$ cat src/core/srl_pkg.sv
// srl_pkg: field layouts, select codes, reset values and states of the synthesizer config block
package srl_pkg;
  // ************************************************
  // widths and select codes
  // ************************************************
  localparam int WORD_W = 32; // programming word width
  localparam int R_W = 10; // reference divider width
  localparam logic [3:0] SEL_FREQ = 4'h0; // frequency word, applies settings
  localparam logic [3:0] SEL_REF = 4'h4; // reference and control word
  localparam logic [3:0] SEL_FIXED = 4'h5; // fixed reserved word
  localparam logic [3:0] SEL_OUT = 4'h6; // output and bleed word
  localparam logic [3:0] SEL_LOCK = 4'h7; // lock detect word
  localparam logic [31:0] FIXED_WORD_VALUE = 32'h00800025; // required fixed contents

  // ************************************************
  // reset values
  // ************************************************
  localparam logic [31:0] REF_CTRL_RST = 32'h00000000; // reference word after reset
  localparam logic [31:0] FIXED_RST = 32'h00000000; // fixed word after reset
  localparam logic [31:0] OUT_CTRL_RST = 32'h00000000; // output word after reset
  localparam logic [31:0] LOCK_CTRL_RST = 32'h00000000; // lock word after reset

  // ************************************************
  // lock window codes, tenths of a nanosecond
  // ************************************************
  localparam logic [7:0] WIN_5P0 = 8'h32; // 5.0 ns
  localparam logic [7:0] WIN_6P0 = 8'h3c; // 6.0 ns
  localparam logic [7:0] WIN_8P0 = 8'h50; // 8.0 ns
  localparam logic [7:0] WIN_12P0 = 8'h78; // 12.0 ns
  localparam logic [7:0] WIN_2P9 = 8'h1d; // 2.9 ns, integer mode

  // ************************************************
  // register layouts
  // ************************************************
  typedef struct packed {
    logic [1:0] rsvd_hi; // 31:30
    logic [2:0] mux_sel; // 29:27
    logic ref_doubler_en; // 26
    logic ref_halver_en; // 25
    logic [9:0] r_count; // 24:15
    logic divsel_buffer_en; // 14
    logic [3:0] pump_current; // 13:10
    logic ref_mode; // 9
    logic level_sel; // 8
    logic pd_polarity; // 7
    logic power_down_bit; // 6
    logic pump_tristate; // 5
    logic counter_reset_bit; // 4
    logic [3:0] reg_select_bits; // 3:0
  } srl_ref_ctrl_t;

  typedef struct packed {
    logic rsvd_31; // 31
    logic gated_bleed_en; // 30
    logic negative_bleed_en; // 29
    logic [3:0] rsvd_28_25; // 28:25
    logic feedback_select; // 24
    logic [2:0] out_divider_sel; // 23:21
    logic [7:0] bleed_level; // 20:13
    logic rsvd_12; // 12
    logic mute_until_lock; // 11
    logic rsvd_10; // 10
    logic aux_out_en; // 9
    logic [1:0] aux_power; // 8:7
    logic main_out_en; // 6
    logic [1:0] main_power; // 5:4
    logic [3:0] reg_select_bits; // 3:0
  } srl_out_ctrl_t;

  typedef struct packed {
    logic [5:0] rsvd_hi; // 31:26
    logic load_sync_en; // 25
    logic [14:0] rsvd_mid; // 24:10
    logic [1:0] lock_count_sel; // 9:8
    logic ref_loss_mode; // 7
    logic [1:0] lock_window_sel; // 6:5
    logic lock_cycle_mode; // 4
    logic [3:0] reg_select_bits; // 3:0
  } srl_lock_ctrl_t;

  // load sequencing, gray along idle -> wait
  typedef enum logic [1:0] {
    SRL_IDLE = 2'b00,
    SRL_WAIT_REF = 2'b01
  } srl_load_st_t;

  // serial word carrier
  typedef struct packed {
    logic valid; // one-cycle pulse
    logic [31:0] data; // latched word
  } srl_word_t;
endpackage : srl_pkg

$ cat src/core/srl_shift.sv
// srl_shift: three-wire serial shifter, latches a word on the load strobe rising edge
`timescale 1ns/100ps
module srl_shift (
  input wire logic clk_sys, // system clock
  input wire logic rst_b, // sync reset, active low
  input wire logic clk_en, // freezes state when low
  input wire logic ser_clk, // serial data clock
  input wire logic ser_data, // serial data, msb first
  input wire logic latch_strobe, // load strobe
  output srl_pkg::srl_word_t word // latched word and pulse
);
  // ************************************************
  // state
  // ************************************************
  typedef struct packed {
    logic sclk_prev; // last serial clock level
    logic le_prev; // last strobe level
    logic [31:0] shift; // shift register
    srl_pkg::srl_word_t word; // output word
  } srl_shift_st_t;

  srl_shift_st_t st; // registered state
  srl_shift_st_t next_st; // next state

  // shift on serial clock rise, latch on strobe rise
  always_comb begin
    next_st = st;
    next_st.sclk_prev = ser_clk;
    next_st.le_prev = latch_strobe;
    next_st.word.valid = 1'b0;
    if (ser_clk && !st.sclk_prev) begin // shift one bit
      next_st.shift = {st.shift[30:0], ser_data};
    end
    if (latch_strobe && !st.le_prev) begin // whole word latched
      next_st.word.valid = 1'b1;
      next_st.word.data = st.shift;
    end
  end

  // register the state
  always_ff @(posedge clk_sys) begin
    if (!rst_b) begin
      st <= '0;
    end else if (clk_en) begin
      st <= next_st;
    end
  end

  assign word = st.word;
endmodule : srl_shift

$ cat src/core/srl_core.sv
// srl_core: reference path, output stage, bleed and lock detect configuration
`timescale 1ns/100ps
// Contract
// - select bits route word to register
// - doubler: both edges, else falling only
// - halver toggles divider output, 50% duty
// - ten-bit reference divider, ratios 1-1023
// - buffered divider select waits register 0
// - power down stops counters, lock, outputs
// - tristate bit floats charge pump
// - counter reset holds dividers, band select
// - gated bleed waits for lock
// - negative bleed enable bit
// - feedback from oscillator or divider chain
// - divider select and bleed level fields
// - mute output supply until lock
// - auxiliary output enable and power
// - primary output enable and power
// - load sync to rising reference edge
// - lock count selects cycles before lock
// - reference loss mode clears lock detect
// - fractional window 5, 6, 8, 12 ns
// - cycle mode picks fixed 2.9 ns window
// - frequency applies only on register 0
module srl_core #(
  parameter logic [13:0] LOCK_CNT_0 = 14'h0400, // cycles for lock count code 0
  parameter logic [13:0] LOCK_CNT_1 = 14'h0800, // cycles for lock count code 1
  parameter logic [13:0] LOCK_CNT_2 = 14'h1000, // cycles for lock count code 2
  parameter logic [13:0] LOCK_CNT_3 = 14'h2000, // cycles for lock count code 3
  parameter logic [15:0] REF_LOSS_CYCLES = 16'h0400 // clk_sys cycles without ref edge = loss
) (
  input wire logic clk_sys, // system clock, 100 MHz
  input wire logic rst_b, // sync reset, active low
  input wire logic clk_en, // freezes all state when low
  input wire logic ser_clk, // serial data clock
  input wire logic ser_data, // serial data
  input wire logic latch_strobe, // serial load strobe
  input wire logic ref_in, // reference input, sampled
  input wire logic phase_in_window, // phase error inside lock window
  output logic pd_ref_tick, // phase detector reference pulse
  output logic ref_halver, // halver flip-flop level
  output logic freq_apply, // frequency update pulse
  output logic divider_load, // divider load pulse
  output logic counter_reset, // holds n divider and band select
  output logic pump_hiz, // charge pump in high impedance
  output logic bleed_on, // bleed current switched on
  output logic [7:0] bleed_level, // bleed current level
  output logic feedback_select, // 1 feedback from oscillator
  output logic [2:0] out_divider_sel, // active output divider select
  output logic osc_power_on, // oscillator powered
  output logic main_out_on, // primary output enabled
  output logic [1:0] main_power, // primary output power
  output logic aux_out_on, // auxiliary output enabled
  output logic [1:0] aux_power, // auxiliary output power
  output logic lock_detect, // digital lock indication
  output logic [7:0] lock_window, // window, tenths of ns
  output logic fixed_word_ok // fixed word holds its value
);
  // ************************************************
  // serial front end
  // ************************************************
  srl_pkg::srl_word_t word; // latched word from shifter

  srl_shift u_shift (
    .clk_sys(clk_sys),
    .rst_b(rst_b),
    .clk_en(clk_en),
    .ser_clk(ser_clk),
    .ser_data(ser_data),
    .latch_strobe(latch_strobe),
    .word(word)
  );

  // ************************************************
  // state
  // ************************************************
  typedef struct packed {
    srl_pkg::srl_ref_ctrl_t ref_r; // reference and control word
    logic [31:0] fixed_r; // fixed reserved word
    srl_pkg::srl_out_ctrl_t out_r; // output and bleed word
    srl_pkg::srl_lock_ctrl_t lock_r; // lock detect word
    logic [2:0] divsel_act; // divider select in use
    srl_pkg::srl_load_st_t load_st; // load sequencing
    logic ref_prev; // last reference level
    logic [9:0] rcnt; // reference divider count
    logic half_t; // halver flip-flop
    logic pfd_tick; // phase detector pulse
    logic [13:0] lock_cnt; // consecutive in-window cycles
    logic locked; // lock flag
    logic [15:0] loss_cnt; // cycles since last ref edge
    logic freq_upd; // frequency apply pulse
    logic div_load; // divider load pulse
  } srl_core_st_t;

  srl_core_st_t st; // registered state
  srl_core_st_t next_st; // next state

  // ************************************************
  // combinational helpers
  // ************************************************
  logic ref_rise; // reference rising edge
  logic ref_fall; // reference falling edge
  logic ref_active; // active edge into divider
  logic [9:0] r_ratio; // effective divider ratio
  logic r_out; // divider output pulse
  logic hold_cnt; // dividers held
  logic [13:0] lock_need; // selected lock count
  logic ref_lost; // reference absent

  // edge and divider terms
  always_comb begin
    ref_rise = ref_in && !st.ref_prev;
    ref_fall = !ref_in && st.ref_prev;
    // doubler on: both edges active, off: falling only
    ref_active = st.ref_r.ref_doubler_en ? (ref_rise || ref_fall) : ref_fall;
    // ratio zero is treated as one
    r_ratio = (st.ref_r.r_count == 10'h000) ? 10'h001 : st.ref_r.r_count;
    r_out = ref_active && (st.rcnt >= (r_ratio - 10'h001));
    // power down and counter reset hold dividers
    hold_cnt = st.ref_r.power_down_bit || st.ref_r.counter_reset_bit;
    // lock count selection
    case (st.lock_r.lock_count_sel)
      2'b00: lock_need = LOCK_CNT_0;
      2'b01: lock_need = LOCK_CNT_1;
      2'b10: lock_need = LOCK_CNT_2;
      default: lock_need = LOCK_CNT_3;
    endcase
    ref_lost = (st.loss_cnt >= REF_LOSS_CYCLES);
  end

  // ************************************************
  // next state
  // ************************************************
  always_comb begin
    next_st = st;
    next_st.ref_prev = ref_in;
    next_st.freq_upd = 1'b0;
    next_st.div_load = 1'b0;
    next_st.pfd_tick = 1'b0;

    // register writes; input registers stay live in power down
    if (word.valid) begin
      case (word.data[3:0])
        srl_pkg::SEL_REF: next_st.ref_r = word.data;
        srl_pkg::SEL_FIXED: next_st.fixed_r = word.data;
        srl_pkg::SEL_OUT: begin
          next_st.out_r = word.data;
          if (!st.ref_r.divsel_buffer_en) begin // unbuffered select
            next_st.divsel_act = word.data[23:21];
          end
        end
        srl_pkg::SEL_LOCK: next_st.lock_r = word.data;
        srl_pkg::SEL_FREQ: begin // frequency update and buffered divider select apply here, or at the next rising ref edge when load sync is on
          if (st.lock_r.load_sync_en) begin // wait rising ref edge
            next_st.load_st = srl_pkg::SRL_WAIT_REF;
          end else begin
            next_st.load_st = srl_pkg::SRL_IDLE;
            next_st.freq_upd = 1'b1;
            next_st.div_load = 1'b1;
            next_st.divsel_act = st.out_r.out_divider_sel;
          end
        end
        default: begin
          // other words belong elsewhere
        end
      endcase
    end

    // deferred load on rising reference edge
    case (st.load_st)
      srl_pkg::SRL_IDLE: begin
        // nothing pending
      end
      srl_pkg::SRL_WAIT_REF: begin
        if (ref_rise && !(word.valid && word.data[3:0] == srl_pkg::SEL_FREQ)) begin
          next_st.load_st = srl_pkg::SRL_IDLE;
          next_st.freq_upd = 1'b1;
          next_st.div_load = 1'b1;
          next_st.divsel_act = st.out_r.out_divider_sel;
        end
      end
      default: next_st.load_st = srl_pkg::SRL_IDLE;
    endcase

    // reference divider and halver
    if (hold_cnt) begin // load state while held
      next_st.rcnt = 10'h000;
      next_st.half_t = 1'b0;
    end else if (ref_active) begin
      if (r_out) begin // divider wraps
        next_st.rcnt = 10'h000;
        if (st.ref_r.ref_halver_en) begin // toggle stage
          next_st.half_t = !st.half_t;
          next_st.pfd_tick = !st.half_t;
        end else begin
          next_st.half_t = 1'b0;
          next_st.pfd_tick = 1'b1;
        end
      end else begin
        next_st.rcnt = st.rcnt + 10'h001;
      end
    end

    // reference presence watchdog
    if (ref_rise || ref_fall) begin
      next_st.loss_cnt = 16'h0000;
    end else if (!ref_lost) begin
      next_st.loss_cnt = st.loss_cnt + 16'h0001;
    end

    // lock detector
    if (st.ref_r.power_down_bit) begin // lock resets in power down
      next_st.lock_cnt = 14'h0000;
      next_st.locked = 1'b0;
    end else if (st.lock_r.ref_loss_mode && ref_lost) begin // reference removed
      next_st.lock_cnt = 14'h0000;
      next_st.locked = 1'b0;
    end else if (st.pfd_tick) begin
      if (!phase_in_window) begin // out of window restarts count
        next_st.lock_cnt = 14'h0000;
        next_st.locked = 1'b0;
      end else if (st.lock_cnt >= (lock_need - 14'h0001)) begin // count reached
        next_st.locked = 1'b1;
      end else begin
        next_st.lock_cnt = st.lock_cnt + 14'h0001;
      end
    end
  end

  // register the state
  always_ff @(posedge clk_sys) begin
    if (!rst_b) begin
      st.ref_r <= srl_pkg::REF_CTRL_RST;
      st.fixed_r <= srl_pkg::FIXED_RST;
      st.out_r <= srl_pkg::OUT_CTRL_RST;
      st.lock_r <= srl_pkg::LOCK_CTRL_RST;
      st.divsel_act <= 3'h0;
      st.load_st <= srl_pkg::SRL_IDLE;
      st.ref_prev <= 1'b0;
      st.rcnt <= 10'h000;
      st.half_t <= 1'b0;
      st.pfd_tick <= 1'b0;
      st.lock_cnt <= 14'h0000;
      st.locked <= 1'b0;
      st.loss_cnt <= 16'h0000;
      st.freq_upd <= 1'b0;
      st.div_load <= 1'b0;
    end else if (clk_en) begin
      st <= next_st;
    end
  end

  // ************************************************
  // outputs
  // ************************************************
  // window selection per reference cycle
  always_comb begin
    if (st.lock_r.lock_cycle_mode) begin // fixed integer window
      lock_window = srl_pkg::WIN_2P9;
    end else begin
      case (st.lock_r.lock_window_sel) // fractional window
        2'b00: lock_window = srl_pkg::WIN_5P0;
        2'b01: lock_window = srl_pkg::WIN_6P0;
        2'b10: lock_window = srl_pkg::WIN_8P0;
        default: lock_window = srl_pkg::WIN_12P0;
      endcase
    end
  end

  assign pd_ref_tick = st.pfd_tick;
  assign ref_halver = st.half_t;
  assign freq_apply = st.freq_upd;
  assign divider_load = st.div_load;
  assign counter_reset = st.ref_r.counter_reset_bit || st.ref_r.power_down_bit;
  assign pump_hiz = st.ref_r.pump_tristate || st.ref_r.power_down_bit;
  // gated bleed waits for lock
  assign bleed_on = st.out_r.negative_bleed_en && !st.ref_r.power_down_bit
    && (!st.out_r.gated_bleed_en || st.locked);
  assign bleed_level = st.out_r.bleed_level;
  assign feedback_select = st.out_r.feedback_select;
  assign out_divider_sel = st.divsel_act;
  assign osc_power_on = !st.ref_r.power_down_bit;
  // supply muted until lock, off in power down
  assign main_out_on = st.out_r.main_out_en && !st.ref_r.power_down_bit
    && (!st.out_r.mute_until_lock || st.locked);
  assign main_power = st.out_r.main_power;
  // auxiliary output shares the muted supply
  assign aux_out_on = st.out_r.aux_out_en && !st.ref_r.power_down_bit
    && (!st.out_r.mute_until_lock || st.locked);
  assign aux_power = st.out_r.aux_power;
  assign lock_detect = st.locked;
  assign fixed_word_ok = (st.fixed_r == srl_pkg::FIXED_WORD_VALUE);
endmodule : srl_core

$ cat config.mk
export PLATFORM = sky130hd
export DESIGN_NAME = srl_core
export DESIGN_NICKNAME = d
export VERILOG_FILES = /design/src/core/srl_pkg.sv /design/src/core/srl_shift.sv /design/src/core/srl_core.sv
export SDC_FILE = /design/constraint.sdc
export NUM_CORES = 1
export LEC_CHECK = 0
export CORE_MARGIN = 2
export CORE_UTILIZATION = 25
export CTS_CLUSTER_SIZE = 40
export DETAILED_ROUTE_END_ITERATION = 8
export DONT_BUFFER_PORTS = 1
export SLEW_MARGIN = 0
export SYNTH_ARGS = -nofsm -noshare
export SYNTH_HDL_FRONTEND = slang
export SYNTH_HIERARCHICAL = 1
export SYNTH_SLANG_ARGS = --single-unit
$ cat constraint.sdc
create_clock -name clk_sys -period 5.5 [get_ports clk_sys]
set_input_delay 0.825 -clock clk_sys [delete_from_list [all_inputs] [get_ports clk_sys]]
set_output_delay 0.825 -clock clk_sys [all_outputs]
set_load 0.02 [all_outputs]
==> results_tabular.tex, run 1 <==
\begin{tabular}{lr}
\hline
Metric & Value \\
\hline
\multicolumn{2}{l}{\textbf{Logic synthesis}} \\
\quad Post-synthesis instance area & 8388 µm² \\
\quad Predominant post-synthesis flop cell & dfxtp\_1 \\
\quad Share of the synthesized area in the top cell type & 46.06\% \\
\quad Synth async-reset ratio & 0\% \\
\quad Number of cells produced by synthesis & 934 \\
\quad Net count of the mapped netlist & 962 \\
\quad Synth unique cells & between 60 and 70 \\
\quad Flip-flop and latch count after synthesis & 193 \\
\quad Top post-synthesis cells by area & dfxtp\_1 (46\%), mux2i\_1 (11\%), nand2\_1 (8.9\%), buf\_4 (4.7\%), a21oi\_1 (3.5\%) \\
\quad Total of warnings raised by yosys & 6 \\
\quad Average cell area after synthesis & approximately 9 µm² \\
\quad Sequential cell area fraction in the yosys report & a little under half \\
\quad Cell taking the most area after synthesis & dfxtp\_1 \\
\quad Number of enable-type register cells in the synthesized netlist & 0 \\
\multicolumn{2}{l}{\textbf{Power}} \\
\quad Seq pwr share & 52.7\% \\
\quad Standby leakage power & roughly 3.2 nW \\
\quad Switching power of the nets & 0.5993 mW \\
\quad Power per Cell Area & 300.4 nW/µm² \\
\quad Sw Ratio & 22.45\% \\
\quad Post-layout power & 2.670 mW \\
\quad Clock Power Share & between 40\% and 50\% \\
\quad Cell-internal power & slightly above 2 mW \\
\quad VDD IR-drop max & approximately 0.23 mV \\
\quad Combinational group share of total power & 2.4\% \\
\multicolumn{2}{l}{\textbf{Cells and area}} \\
\quad Layout cell share with drive strength beyond 1 & 5.727\% \\
\quad Final standard cell count with taps included and fillers excluded & 1321 \\
\quad Nets & 889 \\
\quad Total inserted antenna cells & 0 \\
\quad Layout-stage area growth over the synthesis result & 5.967\% \\
\quad Util after Layout & 26.71\% \\
\multicolumn{2}{l}{\textbf{Outcome}} \\
\quad Result of the run & complete, no violations \\
\multicolumn{2}{l}{\textbf{Place}} \\
\quad Buffers on Ports & 0 \\
\quad Routability Congestion & 0.7639 \\
\quad Dpl cells & 1290 \\
\quad Total half-perimeter wirelength after legalization and detailed placement & between 10000 and 15000 µm \\
\multicolumn{2}{l}{\textbf{Clock network}} \\
\quad Post-CTS setup repair buffer count & 0 \\
\quad Clock insertion delay at the later pin of the skew report & 440 ps \\
\quad Maximum clock path buffer count & 2 \\
\quad H-Tree Level Count & 4 \\
\quad Number of sinks on the clock net & about 190 \\
\quad Clock root buffer & clkbuf\_16 \\
\quad CTS clock-pin slew for the worst setup and hold paths & 70 ps \\
\quad Count of cells resized by post-cts repair & 0 \\
\quad Inserted Clock Buffers & 17 \\
\quad Hold buffer count at CTS & 0 \\
\quad CTS tree & built \\
\multicolumn{2}{l}{\textbf{STA}} \\
\quad Setup repair after global routing missed its margin & no \\
\quad Max frequency & 0.2943 GHz \\
\quad Final hold vios & 0 \\
\quad Fin crit share & 61.79\% \\
\quad Total negative slack for setup checks & 0 ps \\
\quad Worst slew margin relative to its limit & 26.07\% \\
\quad Clock Skews & about 14 ps \\
\quad Setup violators final & 0 \\
\quad Worst-margin pin slew & 1109 ps \\
\quad Fin. max-slew vios & 0 \\
\quad Hold WS & between 400 and 500 ps \\
\quad Minimum clock period & 3398 ps \\
\multicolumn{2}{l}{\textbf{Floorplan}} \\
\quad Effective utilization at floorplan & 25.20\% \\
\quad Count of boundary I/O pins & 44 \\
\quad Die H & 187.2 µm \\
\quad Die outline area & around 35000 µm² \\
\quad Core area & 33280 µm² \\
\quad Number of placement rows & 67 \\
\quad Chip Width & 187.2 µm \\
\multicolumn{2}{l}{\textbf{GRT}} \\
\quad Global route overflow & 0 \\
\quad Wire length of the first global-routing pass & 28630 µm \\
\quad Pin count of the biggest net entering global routing & 77 \\
\quad Number of global-route vias before repair & 5535 \\
\quad Gr usage total & a little over 10\% \\
\quad Antenna violations before repair & 0 \\
\multicolumn{2}{l}{\textbf{Worst setup path}} \\
\quad Path depth of the worst reg2reg path & 13 \\
\quad Cell with the largest stage delay on the worst path & or4\_1 \\
\quad Worst R2R Start & st[166] \\
\quad Critical path type & reg -> reg \\
\quad Data required time of the worst path & between 5000 and 6000 ps \\
\quad Reg2reg end & ref\_halver \\
\quad Worst setup path endpoint & ref\_halver \\
\quad CP max stage delay & around 600 ps \\
\quad Crit path DAT & 3770 ps \\
\quad Beginning of the critical path & st[166] \\
\quad CP cell instances & nor4\_1, nand2b\_1, nor2\_1, a31oi\_1, ha\_1, nand2\_1, xor2\_1, ha\_1, a41oi\_1, a211oi\_1, or4\_1, a31o\_2, o22ai\_1 \\
\quad Critical Path End Type & flip-flop \\
\quad Setup crit start kind & flip-flop \\
\quad Peak fanout along the critical path & 9 \\
\quad Most repeated library cell on the critical path & ha\_1 \\
\quad Worst reg2reg setup slack & 2100 ps \\
\multicolumn{2}{l}{\textbf{Routing}} \\
\quad Initial DRC Count & approximately 380 \\
\quad Final ANT Viol Nets & 0 \\
\quad Routed WL per cell & 12.97 µm \\
\quad First-pass iteration count of the detailed router & 4 \\
\quad Total Routed Length & 17140 µm \\
\quad Overall via count from detail\_route & 5757 \\
\quad Per-cell via count in the routed design & between 4 and 5 \\
\quad \# DRC & 0 \\
\multicolumn{2}{l}{\textbf{Run}} \\
\quad Number of max-capacitance violations reported & 0 \\
\multicolumn{2}{l}{\textbf{Worst hold path}} \\
\quad Worst Hold Class & reg -> reg \\
\hline
\end{tabular}
[layer usage]
layer	up-vias	share of wire [%]	global-route usage [%]
met2	72	47	16.64
met1	2707	47	12.67
met5	-	0	0
li1	2966	-	-
met4	0	0.82	3.022
met3	12	5.3	3.321
[kinds of logic (layout without fill, tap and decap cells)]
kind of cell,count (synthesis),after routing,synth area share [%]
DFF,193,193,46.06
and+or+nand+nor,364,364,19.29
AOI/OAI and AO/OA,124,124,9.502
muxes,91,91,10.86
buffers and inverters,117,56,8.816
other,2,2,0.08953
xor gates and xnor gates,23,23,2.402
adders and majority gates,20,20,2.983
[cells in the final DEF (no fill, tap or decap), types with 11 or more instances in the layout]
cell type	count
a21oi_1	58
clkbuf_16	17
dfxtp_1	193
ha_1	20
inv_1	21
mux2i_1	91
nand2_1	200
nand3_1	11
nor2_1	76
o21ai_0	14
xor2_1	14
[worst max-delay path: cells and delay by family (launching register included)]
family	cells	cell delay [ps]
flops	1	360
compound gates	5	960
fa+ha+maj	2	510
simple gates	5	1330
xor+xnor	1	160
[power by group through the flow]
stage	Combinational, mW	Sequential (mW)	Clock [mW]
global placement	0.0640	1.44	0
detailed placement	0.0648	1.44	0
CTS	0.0649	1.41	1.24
floorplan	0.0735	1.44	0
global route	0.0707	1.41	1.29
finish	0.0644	1.41	1.20
[final cells by class]
class | count | area, µm²
sequential | 193 | 3864
inverter | 22 | 82.58
multi-input combinational | 624 | 3792
fill | 3555 | 24390
timing repair buffer | 3 | 22.52
tap | 448 | 560.5
clock inverter | 12 | 123.9
clock buffer | 19 | 442.9
[synth_stat cells (4+ instances only)]
library cell  instances
nand2b_1              4
a211oi_1              4
a21o_1                5
and2_1                4
nand3_1              11
dfxtp_1             193
nor4_1                8
o21ai_0              14
nand2_1             200
nor2_1               76
inv_1                22
nand4_1               8
mux2i_1              91
buf_4                53
and3_1                9
buf_2                 6
nor3_1                9
clkbuf_1             24
nor2b_1               6
a41oi_1               4
buf_6                 6
a21oi_1              58
o31ai_1               6
xor2_1               14
ha_1                 20
or2_2                 6
xnor2_1               9
o211ai_1              5
[stage by stage]
step | setup WS, ps | cell area, µm²
floorplan | 2337 | 8388
global placement | 2228 | 8322
detailed placement | 2152 | 8322
CTS | 2132 | 8889
global route | 1699 | 8889
finish | 2102 | 8889
[sequential cells by signal, indices dropped and copies added (netlist names)]
name and count:
aux_power 2, bleed_level 8, feedback_select 1, freq_apply 1, lock_detect 1, main_power 2, out_divider_sel 3, pd_ref_tick 1
ref_halver 1, st 106, u_shift/st 34, u_shift/word 33
[worst min path at each step]
stage / startpoint / endpoint / slack, ps / cells after the start
after CTS: st[14] / st[14] / 430 / 2
after detailed placement: st[14] / st[14] / 420 / 2
after global placement: st[15] / st[15] / 420 / 2
after global routing: st[13] / st[13] / 450 / 2
after floorplan: st[15] / st[15] / 410 / 2
final: st[14] / st[14] / 430 / 2
No activity file was read; power rests on OpenSTA's default activity.
==> inputs of run 2 (changes only) <==
- clock period: 5.5 -> 3 ns (I/O delays scaled with it)
==> run 2 against run 1 <==
The flow now finishes with violations (setup timing). Critical path depth shrank 3. Design area rose by 3.6%. Largest cell class is now multi-input combinational cells. Largest power group unchanged. Combinational power is 88% higher. Maximum frequency is 13% higher.
==> results_tabular.tex, run 2 (synthesis gave the netlist of run 1 again) <==
\begin{tabular}{lr}
\hline
Metric & Value \\
\hline
\multicolumn{2}{l}{\textbf{Outcome}} \\
\quad Result of the run & finished with violations \\
\quad Violations in the final reports & setup timing \\
\multicolumn{2}{l}{\textbf{Clock network}} \\
\quad CTS tree & built \\
\quad H-Tree Level Count & 4 \\
\quad CTS clock-pin slew for the worst setup and hold paths & 70 ps \\
\quad Inserted Clock Buffers & 17 \\
\quad Clock insertion delay at the later pin of the skew report & $\sim$430 ps \\
\quad Hold buffer count at CTS & 0 \\
\quad Number of sinks on the clock net & between 150 and 200 \\
\quad Maximum clock path buffer count & 2 \\
\quad Clock root buffer & clkbuf\_16 \\
\multicolumn{2}{l}{\textbf{STA}} \\
\quad Clock Skews & 13.01 ps \\
\quad Minimum clock period & approximately 3000 ps \\
\quad Final hold vios & 0 \\
\quad Fin. max-slew vios & 0 \\
\quad Max frequency & 0.3324 GHz \\
\quad Hold WS & 128.4 ps \\
\quad Setup repair after global routing missed its margin & yes \\
\quad Fin crit share & 100.3\% \\
\quad Worst slew margin relative to its limit & 45.38\% \\
\quad Final worst-path setup slack & -8.697 ps \\
\quad Worst-margin pin slew & 819.4 ps \\
\quad Setup violators final & 1 \\
\quad Total negative slack for setup checks & -8.697 ps \\
\multicolumn{2}{l}{\textbf{Worst hold path}} \\
\quad Worst Hold Class & in -> reg \\
\quad Beginning of the worst hold path & clk\_en \\
\quad Number of cells traversed by the worst hold path & 1 \\
\multicolumn{2}{l}{\textbf{Cells and area}} \\
\quad Largest register by flop count & st \\
\quad Leading cell type in the layout, fill and taps excluded & nand2\_1 \\
\quad Total inserted antenna cells & 0 \\
\quad Nets & roughly 900 \\
\quad Util after Layout & 27.66\% \\
\quad Max FFs per register & about 110 \\
\quad Most frequent cells in the layout & nand2\_1 (199), dfxtp\_1 (192), mux2i\_1 (91), nor2\_1 (75), a21oi\_1 (57) \\
\quad Final std cell area, no fill & 9205 µm² \\
\quad Layout-stage area growth over the synthesis result & 9.740\% \\
\quad Layout cell share with drive strength beyond 1 & roughly 10\% \\
\quad Final standard cell count with taps included and fillers excluded & 1346 \\
\multicolumn{2}{l}{\textbf{Place}} \\
\quad Routability Congestion & 0.7515 \\
\quad Pre-CTS setup slack & -141.4 ps \\
\quad Buffers on Ports & 0 \\
\quad Total half-perimeter wirelength after legalization and detailed placement & 11920 µm \\
\quad Dpl cells & roughly 1300 \\
\quad Post-placement cell area & 8494 µm² \\
\multicolumn{2}{l}{\textbf{Worst setup path}} \\
\quad Beginning of the critical path & st[162] \\
\quad Critical path type & reg -> reg \\
\quad CP max stage delay & 570 ps \\
\quad Critical Path End Type & flip-flop \\
\quad Crit path max-delay family & simple AND/OR/NAND/NOR gates \\
\quad Crit path DAT & 3360 ps \\
\quad Setup crit start kind & flip-flop \\
\quad Worst R2R Start & st[162] \\
\quad CP Depth & 10 \\
\quad CP Buf/Inv Count & 0 \\
\quad Data required time of the worst path & 3360 ps \\
\quad Path depth of the worst reg2reg path & 10 \\
\quad Most repeated library cell on the critical path & or3\_4 \\
\quad Peak fanout along the critical path & 5 \\
\quad Cell with the largest stage delay on the worst path & or4\_4 \\
\quad CP cell instances & or3\_4, or3\_4, nor4\_4, xnor2\_1, ha\_1, a211oi\_2, nor2\_1, or4\_4, a31o\_4, o22ai\_2 \\
\multicolumn{2}{l}{\textbf{GRT}} \\
\quad Gr usage total & 10.24\% \\
\quad Global route overflow & 0 \\
\quad Pin count of the biggest net entering global routing & slightly below 80 \\
\quad Wire length of the first global-routing pass & 29170 µm \\
\quad Antenna violations before repair & 0 \\
\quad Number of global-route vias before repair & 5656 \\
\multicolumn{2}{l}{\textbf{Power}} \\
\quad Clock Power Share & 45.8\% \\
\quad Power per Cell Area & $\sim$540 nW/µm² \\
\quad Switching power of the nets & 1.140 mW \\
\quad Standby leakage power & 3.312 nW \\
\quad VDD IR-drop max & 0.4014 mV \\
\quad Combinational group share of total power & roughly 2.4\% \\
\quad Seq pwr share & 51.8\% \\
\quad Post-layout power & 4.972 mW \\
\quad Cell-internal power & 3.832 mW \\
\quad Sw Ratio & 22.93\% \\
\multicolumn{2}{l}{\textbf{Routing}} \\
\quad First-pass iteration count of the detailed router & 4 \\
\quad Overall via count from detail\_route & 5888 \\
\quad Final ANT Viol Nets & 0 \\
\quad Routed WL per cell & 13.02 µm \\
\quad Per-cell via count in the routed design & around 4.4 \\
\quad Initial DRC Count & 395 \\
\quad Total Routed Length & 17530 µm \\
\quad \# DRC & 0 \\
\multicolumn{2}{l}{\textbf{Floorplan}} \\
\quad Chip Width & 187.2 µm \\
\quad Die outline area & 35030 µm² \\
\quad Count of boundary I/O pins & 44 \\
\quad Core area & roughly 33000 µm² \\
\quad Die H & 187.2 µm \\
\quad Effective utilization at floorplan & between 20\% and 30\% \\
\quad Number of placement rows & 67 \\
\multicolumn{2}{l}{\textbf{Run}} \\
\quad Number of max-capacitance violations reported & 0 \\
\hline
\end{tabular}
run 2: layout make-up:
| cell class | count | area (µm²) |
|---|---|---|
| clock inverters | 13 | 148.9 |
| flip-flops and latches | 193 | 3865 |
| repair buffers | 26 | 198.9 |
| clock buffers | 19 | 452.9 |
| well taps | 448 | 560.5 |
| fillers | 3522 | 24080 |
| inverters | 22 | 82.58 |
| multi-input cells | 625 | 3896 |
run 2: metal layers:
| layer | global-route usage [%] | part of all wire [%] | vias up |
|---|---|---|---|
| li1 | - | - | 3024 |
| met1 | 12.81 | 47 | 2773 |
| met2 | 16.77 | 47 | 69 |
| met3 | 3.508 | 5.2 | 22 |
| met4 | 2.747 | 1.1 | 0 |
| met5 | 0 | 0 | - |
run 2: final timing paths:
path                            slack [ps]          to
worst min-delay path                   130  freq_apply
worst max-delay path                    -9  ref_halver
worst min register to register         430      st[13]
worst max register to register          -9  ref_halver
run 2: timing repair:
| item | in CTS | in global routing |
|---|---|---|
| gates cloned | 1 | 0 |
| setup endpoints to repair | 12 | 12 |
| resized for setup | 6 | 11 |
| setup buffers | 2 | 0 |
| pin swaps | 8 | 5 |
run 2: power by group through the flow:
stage	logic, mW	clock network [mW]	registers, mW
2_1_floorplan	0.135	0	2.63
3_3_place_gp	0.118	0	2.64
3_5_place_dp	0.119	0	2.64
4_1_cts	0.121	2.33	2.58
5_1_grt	0.132	2.43	2.58
6_report	0.121	2.28	2.58
